<file path="src/shared/pbmc_cfg.svh">
// constants for the basic mode control register block
`ifndef PBMC_CFG_SVH
`define PBMC_CFG_SVH
`define PBMC_ADDR_BMC 12'h000
`define PBMC_BIT_RESET 15
`define PBMC_BIT_LOOP 14
`define PBMC_BIT_SPEED 13
`define PBMC_BIT_ANEG 12
`define PBMC_BIT_PDOWN 11
`define PBMC_BIT_ISO 10
`define PBMC_BIT_DUPLEX 8
`define PBMC_RST_CYCLES 16'h0010
`endif

</file>
<file path="src/shared/pbmc_pkg.sv">
// types for the basic mode control register block
package pbmc_pkg;
   typedef enum logic [1:0] {
      PBMC_RUN,
      PBMC_SRST,
      PBMC_LOAD
   } pbmc_state_t;
endpackage : pbmc_pkg

</file>
<file path="src/design/pbmc_top.sv">
// basic mode control register upper bits behind an ahb-lite slave
//
// Overview of operation
// - writing reset bit starts soft reset; bit reads one until done, then clears
// - soft reset reloads configuration from strap inputs like power-on
// - loopback bit one routes mii transmit data back to receive path
// - speed bit picks 100 or 10 Mb/s when autoneg off; resets from strap
// - autoneg enable resets from strap and software may rewrite it later
// - autoneg on ignores speed and duplex bits; off they drive speed and duplex
// - power-down bit powers down transceiver; only register block stays alive
// - effective power-down is bit OR low pin; pin assertion sets the bit
// - isolate bit disconnects port from mii, management stays active
// - duplex bit selects full when one, half when zero, with autoneg off
//
// The implementer's own choice: the AHB-Lite slave port.
`timescale 1ns/1ps
`include "pbmc_cfg.svh"

module pbmc_top #(
   parameter logic [15:0] RST_CYCLES = `PBMC_RST_CYCLES
) (
   input wire logic mclk,
   input wire logic sys_rst,
   input wire logic hsel,
   input wire logic [31:0] haddr,
   input wire logic [1:0] htrans,
   input wire logic hwrite,
   input wire logic [2:0] hsize,
   input wire logic [31:0] hwdata,
   input wire logic hready,
   output logic [31:0] hrdata,
   output logic hreadyout,
   output logic hresp,
   input wire logic strap_speed_100,
   input wire logic strap_aneg_en,
   input wire logic strap_full_duplex,
   input wire logic power_down_irq_pin_n,
   input wire logic [3:0] mii_txd,
   input wire logic mii_tx_en,
   input wire logic [3:0] line_rxd,
   input wire logic line_rx_dv,
   output logic [3:0] mii_rxd,
   output logic mii_rx_dv,
   output logic [3:0] line_txd,
   output logic line_tx_en,
   output logic mii_out_en,
   output logic core_reset,
   output logic power_down,
   output logic speed_100,
   output logic full_duplex,
   output logic aneg_enable
);

   // power-down pin synchroniser; reset value is the pin's idle level
   logic [1:0] pd_sync_r;
   always_ff @(posedge mclk or posedge sys_rst) begin
      if (sys_rst) begin
         pd_sync_r <= 2'b11;
      end else begin
         pd_sync_r <= {pd_sync_r[0], power_down_irq_pin_n};
      end
   end
   wire pin_pd = ~pd_sync_r[1];

   // strap synchronisers keep running through reset, so the load state
   // after release sees the real straps, not a reset value of zero
   // limitation: a power-on reset must span at least two clock edges
   logic [1:0] ss_sync_r;
   logic [1:0] sa_sync_r;
   logic [1:0] sd_sync_r;
   always_ff @(posedge mclk) begin
      ss_sync_r <= {ss_sync_r[0], strap_speed_100};
      sa_sync_r <= {sa_sync_r[0], strap_aneg_en};
      sd_sync_r <= {sd_sync_r[0], strap_full_duplex};
   end

   // effective speed or duplex; with no autoneg engine here
   // the outputs simply freeze while autoneg owns them
   function automatic logic eff_mode(input logic aneg, input logic held, input logic wr_bit);
      return aneg ? held : wr_bit;
   endfunction : eff_mode

   // register image; reserved and unimplemented bits read zero
   function automatic logic [15:0] bmc_image(input logic busy, input logic [4:0] mid,
      input logic dup);
      return {busy, mid, 1'b0, dup, 8'h00};
   endfunction : bmc_image

   // ahb address phase capture
   logic wr_pend_r;
   logic hit_r;
   wire addr_ok = hsel && hready && htrans[1];
   wire addr_hit = (haddr[11:0] == `PBMC_ADDR_BMC) && (haddr[31:12] == 20'h0_0000);
   always_ff @(posedge mclk or posedge sys_rst) begin
      if (sys_rst) begin
         wr_pend_r <= 1'b0;
         hit_r <= 1'b0;
      end else begin
         wr_pend_r <= addr_ok && hwrite;
         hit_r <= addr_hit;
      end
   end
   // unmapped addresses read zero and drop writes, still OKAY
   wire bmc_wr = wr_pend_r && hit_r;

   // register bits
   logic loop_r;
   logic speed_r;
   logic aneg_r;
   logic pdown_r;
   logic iso_r;
   logic duplex_r;
   pbmc_pkg::pbmc_state_t state_r;
   logic [15:0] cnt_r;
   wire in_srst = (state_r != pbmc_pkg::PBMC_RUN);
   // software writes are dropped during a soft reset; the restrap owns the bits
   wire sw_wr = bmc_wr && !in_srst;
   wire load_now = (state_r == pbmc_pkg::PBMC_LOAD);

   // soft reset sequencer: hold core reset, then restrap
   always_ff @(posedge mclk or posedge sys_rst) begin
      if (sys_rst) begin
         state_r <= pbmc_pkg::PBMC_LOAD;
         cnt_r <= 16'h0000;
      end else begin
         unique case (state_r)
            pbmc_pkg::PBMC_RUN: begin
               if (bmc_wr && hwdata[`PBMC_BIT_RESET]) begin
                  state_r <= pbmc_pkg::PBMC_SRST;
                  cnt_r <= RST_CYCLES;
               end
            end
            pbmc_pkg::PBMC_SRST: begin
               if (cnt_r <= 16'h0001) begin
                  state_r <= pbmc_pkg::PBMC_LOAD;
               end else begin
                  cnt_r <= cnt_r - 16'h0001;
               end
            end
            pbmc_pkg::PBMC_LOAD: begin
               state_r <= pbmc_pkg::PBMC_RUN;
            end
         endcase
      end
   end

   // loopback bit; any reset or restrap leaves normal operation
   always_ff @(posedge mclk or posedge sys_rst) begin
      if (sys_rst) begin
         loop_r <= 1'b0;
      end else if (load_now) begin
         loop_r <= 1'b0;
      end else if (sw_wr) begin
         loop_r <= hwdata[`PBMC_BIT_LOOP];
      end
   end

   // speed bit; strap at load, software afterwards
   // kept while autoneg runs so a later disable takes effect at once
   always_ff @(posedge mclk or posedge sys_rst) begin
      if (sys_rst) begin
         speed_r <= 1'b0;
      end else if (load_now) begin
         speed_r <= ss_sync_r[1];
      end else if (sw_wr) begin
         speed_r <= hwdata[`PBMC_BIT_SPEED];
      end
   end

   // autoneg enable; strap at load, rewritable later
   always_ff @(posedge mclk or posedge sys_rst) begin
      if (sys_rst) begin
         aneg_r <= 1'b0;
      end else if (load_now) begin
         aneg_r <= sa_sync_r[1];
      end else if (sw_wr) begin
         aneg_r <= hwdata[`PBMC_BIT_ANEG];
      end
   end

   // duplex bit; strap at load, software afterwards
   // kept while autoneg runs, like the speed bit
   always_ff @(posedge mclk or posedge sys_rst) begin
      if (sys_rst) begin
         duplex_r <= 1'b0;
      end else if (load_now) begin
         duplex_r <= sd_sync_r[1];
      end else if (sw_wr) begin
         duplex_r <= hwdata[`PBMC_BIT_DUPLEX];
      end
   end

   // isolate bit; a restrap reconnects the port
   always_ff @(posedge mclk or posedge sys_rst) begin
      if (sys_rst) begin
         iso_r <= 1'b0;
      end else if (load_now) begin
         iso_r <= 1'b0;
      end else if (sw_wr) begin
         iso_r <= hwdata[`PBMC_BIT_ISO];
      end
   end

   // power-down bit; pin assertion sets it and wins over a software clear
   // releasing the pin leaves the bit set until software clears it
   always_ff @(posedge mclk or posedge sys_rst) begin
      if (sys_rst) begin
         pdown_r <= 1'b0;
      end else if (load_now) begin
         pdown_r <= pin_pd;
      end else if (pin_pd) begin
         pdown_r <= 1'b1;
      end else if (sw_wr) begin
         pdown_r <= hwdata[`PBMC_BIT_PDOWN];
      end
   end

   // register image and read data for the next data phase
   wire [15:0] bmc_img = bmc_image(in_srst, {loop_r, speed_r, aneg_r, pdown_r, iso_r},
      duplex_r);
   wire [31:0] rd_nxt = (addr_ok && !hwrite && addr_hit) ? {16'h0000, bmc_img} : 32'h0000_0000;

   // derived controls
   wire pd_eff = pdown_r || pin_pd;
   wire spd_nxt = eff_mode(aneg_r, speed_100, speed_r);
   wire dup_nxt = eff_mode(aneg_r, full_duplex, duplex_r);
   // datapath gated off by power-down, isolate or soft reset; only registers survive
   wire path_on = !pd_eff && !iso_r && !in_srst;
   wire [3:0] rxd_nxt = loop_r ? mii_txd : line_rxd;
   wire rxdv_nxt = loop_r ? mii_tx_en : line_rx_dv;
   // loopback keeps transmit off the line
   wire tx_on = path_on && !loop_r;

   // bus answer: zero wait states, always okay
   always_ff @(posedge mclk or posedge sys_rst) begin
      if (sys_rst) begin
         hrdata <= 32'h0000_0000;
         hreadyout <= 1'b1;
         hresp <= 1'b0;
      end else begin
         hrdata <= rd_nxt;
         hreadyout <= 1'b1;
         hresp <= 1'b0;
      end
   end

   // receive toward the mac; one cycle of latency in loopback
   always_ff @(posedge mclk or posedge sys_rst) begin
      if (sys_rst) begin
         mii_rxd <= 4'h0;
         mii_rx_dv <= 1'b0;
      end else begin
         mii_rxd <= path_on ? rxd_nxt : 4'h0;
         mii_rx_dv <= path_on && rxdv_nxt;
      end
   end

   // transmit toward the line
   always_ff @(posedge mclk or posedge sys_rst) begin
      if (sys_rst) begin
         line_txd <= 4'h0;
         line_tx_en <= 1'b0;
      end else begin
         line_txd <= tx_on ? mii_txd : 4'h0;
         line_tx_en <= tx_on && mii_tx_en;
      end
   end

   // port enable and soft reset indication
   always_ff @(posedge mclk or posedge sys_rst) begin
      if (sys_rst) begin
         mii_out_en <= 1'b0;
         core_reset <= 1'b1;
      end else begin
         mii_out_en <= path_on;
         core_reset <= in_srst;
      end
   end

   // effective power and mode controls
   always_ff @(posedge mclk or posedge sys_rst) begin
      if (sys_rst) begin
         power_down <= 1'b0;
         speed_100 <= 1'b0;
         full_duplex <= 1'b0;
         aneg_enable <= 1'b0;
      end else begin
         power_down <= pd_eff;
         speed_100 <= spd_nxt;
         full_duplex <= dup_nxt;
         aneg_enable <= aneg_r;
      end
   end

endmodule : pbmc_top

</file>
<file path="config.mk">
export PLATFORM = sky130hd
export DESIGN_NAME = pbmc_top
export DESIGN_NICKNAME = d
export VERILOG_FILES = /design/src/shared/pbmc_pkg.sv /design/src/design/pbmc_top.sv
export VERILOG_INCLUDE_DIRS = /design/src /design/src/shared
export SDC_FILE = /design/constraint.sdc
export NUM_CORES = 1
export LEC_CHECK = 0
export BUFFER_PORTS_ARGS = -buffer_cell sky130_fd_sc_hd__buf_2
export CAP_MARGIN = 30
export CORE_MARGIN = 2
export CORE_UTILIZATION = 41
export DETAILED_ROUTE_END_ITERATION = 10
export HOLD_SLACK_MARGIN = 0.1
export MAX_ROUTING_LAYER = met4
export PLACE_DENSITY = 0.77
export SETUP_SLACK_MARGIN = 0.3
export SLEW_MARGIN = 0
export SYNTH_ARGS = -nofsm -noshare
export SYNTH_HDL_FRONTEND = slang
export SYNTH_SLANG_ARGS = --single-unit
</file>
<file path="constraint.sdc">
create_clock -name mclk -period 2.2 [get_ports mclk]
set_input_delay 0.22 -clock mclk [delete_from_list [all_inputs] [get_ports mclk]]
set_output_delay 0.22 -clock mclk [all_outputs]
set_load 0.005 [all_outputs]
</file>
==> impl_results.md <==
* Status: finished, final reports clean
* Fraction of final layout cells with drive strength greater than 1 at 41.9%
* Number of cell rows at 29
* Register area at 1400 µm²
* Core footprint at 6240 µm²
* Estimated wirelength of the detail-placed design at 4010 µm
* Post-CTS clock slew at the launch and capture registers of the worst setup and hold paths at 0.06 ns
* Final count of pins violating max slew at 0
* Most frequently used flop master after synthesis: sky130_fd_sc_hd__dfrtp_1
* Kind of critical path: reg -> reg
* Worst hold path type: in -> reg
* Post-route ant nets at 0
* Worst-path fanout max at 4
* Global router's overall resource usage at 18.1%
* Multi-input gate area in the final layout at 1150 µm²
* Async set-or-reset flop fraction in the synthesized netlist at 89.5%
* Number of antenna diodes at 0
* CTS tree: done
* First DRT Iteration DRCs at 63
* Worst clock skew at 0.00250 ns
* Insertion delay of the later-clocked pin in the worst-skew pair at 0.33 ns
* Die boundary width at 83.8 µm
* CP endpoint kind: flop
* Critical Path AT at 2.31 ns
* Initial antenna violation count at 0
* Highest Signal Layer: met4
* Total wire length after detailed routing at 5740 µm
* RSZ-0062 raised after global routing: true
* Maximum number of pins on one net before global-route repair at 29
* WL/cell at 13.0 µm
* Final-report setup violation count at 0
* P_leak at 1.88 nW
* Global-route wire length before repair at 9960 µm
* Final Hold Vio Count at 0
* Detailed Routing Iterations Pass 1 at 4
* Slew headroom at 62.6%
* Clk buf depth at 2
* Synthesized instance count at 241
* Layout-stage area growth over the synthesis result at 35.9%
* Combined area of all synthesized cells at 2610 µm²
* Number of nets in the layout at 451
* Post-route clock period utilization at 95.1%
* Total power per unit cell area at 598 nW/µm²
* Worst-case vdd ir drop at 0.764 mV
* Number of fillers in the final layout at 520
* Count of synthesis-stage warnings from yosys at 0
* Register bit total from synthesis at 57
* Total of buffers placed on input and output ports at 81
* Time the worst path needs with I/O delays and setup at 2.09 ns
* Effective utilization at floorplan at 41.8%
* Floorplan die area at 7020 µm²
* Aggregate global routing overflow at 0
* Die outline height at 83.8 µm
* Max-cap check violation count at 0
* Final cell count without fillers at 440
* Sum of negative setup slack at 0 ns
* Final core area utilization at 56.9%
* Met2 WL at 2990 µm
* Startpoint type of the worst setup path: flop
* Routed length on met3 at 298 µm
* Library cell used as clock root buffer: sky130_fd_sc_hd__clkbuf_8
* Fmax at 0.478 GHz
* IO Pins at 138
* Required time at the worst-slack endpoint at 2.42 ns
* TritonCTS sink count at 57
* GPL Wtd Cong at 0.831
* Via density per instance at 4.83
* Vias at 2125
* Inserted Clock Buffers at 9
* Length of routed wiring on met1 at 2330 µm
* Cells after DPL at 403
* Sequential share of the synthesized area at 53.7%
* Tightest Pin Transition at 0.561 ns
* Number of enable flip-flop cells after synthesis at 0
* Distinct cells, synth at 44
* Hold slack at 0.114 ns
* H-tree depth reported by CTS at 3
* Number of global-route vias before repair at 2221
* Average instance area after synthesis at 10.8 µm²
* Post-placement worst setup slack at 0.0679 ns
* Remaining design rule violation count at 0
* Setup slack of the critical path after layout at 0.108 ns
[metrics by stage]
stage                     power (W)  instance area [µm²]
after floorplan             0.00115                 2730
after global placement      0.00118                 3090
after detailed placement    0.00118                 3090
after CTS                   0.00215                 3460
after global routing        0.00222                 3550
final                       0.00212                 3550
[cell usage after synthesis (3+ instances only)]
cell type	number	area, µm²
sky130_fd_sc_hd__dfrtp_1	47	1180
sky130_fd_sc_hd__buf_4	27	203
sky130_fd_sc_hd__nor2_1	19	71.3
sky130_fd_sc_hd__mux2i_1	14	140
sky130_fd_sc_hd__and2_1	12	75.1
sky130_fd_sc_hd__a21oi_1	10	50.1
sky130_fd_sc_hd__inv_1	10	37.5
sky130_fd_sc_hd__nor4_1	10	62.6
sky130_fd_sc_hd__o21ai_0	10	50.1
sky130_fd_sc_hd__nand2_1	8	30.0
sky130_fd_sc_hd__or3_1	8	50.1
sky130_fd_sc_hd__dfxtp_1	6	120
sky130_fd_sc_hd__nor3_1	6	30.0
sky130_fd_sc_hd__ha_1	5	62.6
sky130_fd_sc_hd__clkbuf_1	4	15.0
sky130_fd_sc_hd__dfstp_2	4	105
sky130_fd_sc_hd__nand4_1	3	18.8
sky130_fd_sc_hd__xnor2_1	3	26.3
[power by group]
group,switching (W),internal [W]
combinational,0.0000507,0.0000553
clock,0.000402,0.000549
sequential,0.00000595,0.00106
[cells by family (layout without fill, tap and decap cells)]
kind of cell,count (synthesis),in the layout,synth area share (%)
muxes,16,16,6.23
AOI/OAI and AO/OA,33,33,8.05
xor gates and xnor gates,4,4,1.34
adders and majority gates,5,5,2.40
buffers and inverters,42,139,9.92
DFF,57,57,53.7
other,2,27,0.288
and+or+nand+nor,82,82,18.1
[state kept, by name, summed over array words and instances (netlist names), 2 cells and up]
signal     flops
cnt_r         16
hrdata         7
line_txd       4
mii_rxd        4
pd_sync_r      2
sa_sync_r      2
sd_sync_r      2
ss_sync_r      2
state_r        2
[cell type report]
cell class	count	area share, %
clock inverter	5	1.55
inverter	10	1.06
multi-input combinational	167	32.4
clock buffer	11	3.98
tap	77	2.71
sequential	57	39.5
timing repair buffer	113	18.9
[metal layers]
| layer | track usage (%) | vias to the layer above |
|---|---|---|
| met5 | - | - |
| met4 | 6.30 | 0 |
| met3 | 6.03 | 15 |
| met2 | 30.5 | 55 |
| met1 | 20.1 | 1034 |
| li1 | - | 1021 |
[critical path: stages, from the launching register on]
cell                       delay, ns
sky130_fd_sc_hd__dfstp_2        0.54
sky130_fd_sc_hd__inv_2          0.05
sky130_fd_sc_hd__ha_4           0.16
sky130_fd_sc_hd__nand2b_4       0.15
sky130_fd_sc_hd__a211o_1        0.30
sky130_fd_sc_hd__buf_4          0.15
sky130_fd_sc_hd__buf_6          0.13
sky130_fd_sc_hd__nor4bb_4       0.28
sky130_fd_sc_hd__xnor2_1        0.15
sky130_fd_sc_hd__nor2_1         0.06
[final timing paths]
check                      slack (ns)          from           end  cells after the start
setup / recovery                 0.11    state_r[1]     cnt_r[14]                      9
hold / removal                   0.11     mii_tx_en    line_tx_en                      2
setup reg to reg                 0.11    state_r[1]     cnt_r[14]                      9
hold reg to reg                  0.33  ss_sync_r[0]  ss_sync_r[1]                      0
max in group asynchronous        1.05       sys_rst    core_reset                      4
min in group asynchronous        0.50       sys_rst      cnt_r[5]                      3
[placed cells by master, fill, tap and decap left out, types with 4 or more instances in the layout]
cell	count
sky130_fd_sc_hd__nor2_1	19
sky130_fd_sc_hd__buf_2	81
sky130_fd_sc_hd__dlygate4sd3_1	8
sky130_fd_sc_hd__mux2i_1	14
sky130_fd_sc_hd__o21ai_0	10
sky130_fd_sc_hd__dfstp_2	4
sky130_fd_sc_hd__a21oi_1	7
sky130_fd_sc_hd__or3_1	7
sky130_fd_sc_hd__nand2_1	7
sky130_fd_sc_hd__dfrtp_1	47
sky130_fd_sc_hd__buf_4	23
sky130_fd_sc_hd__nor4_1	10
sky130_fd_sc_hd__inv_1	7
sky130_fd_sc_hd__clkbuf_8	10
sky130_fd_sc_hd__conb_1	27
sky130_fd_sc_hd__dfxtp_1	6
sky130_fd_sc_hd__and2_1	12
[what timing repair did]
item                                    4_1_cts  5_1_grt
gates resized for setup                       9       10
hold buffers                                  8        0
endpoints found under the setup margin        9       18
buffers inserted                              6        7
hold endpoints to repair                     33        0
pin swaps                                     4        5
Power figures use the tool's default switching activity.
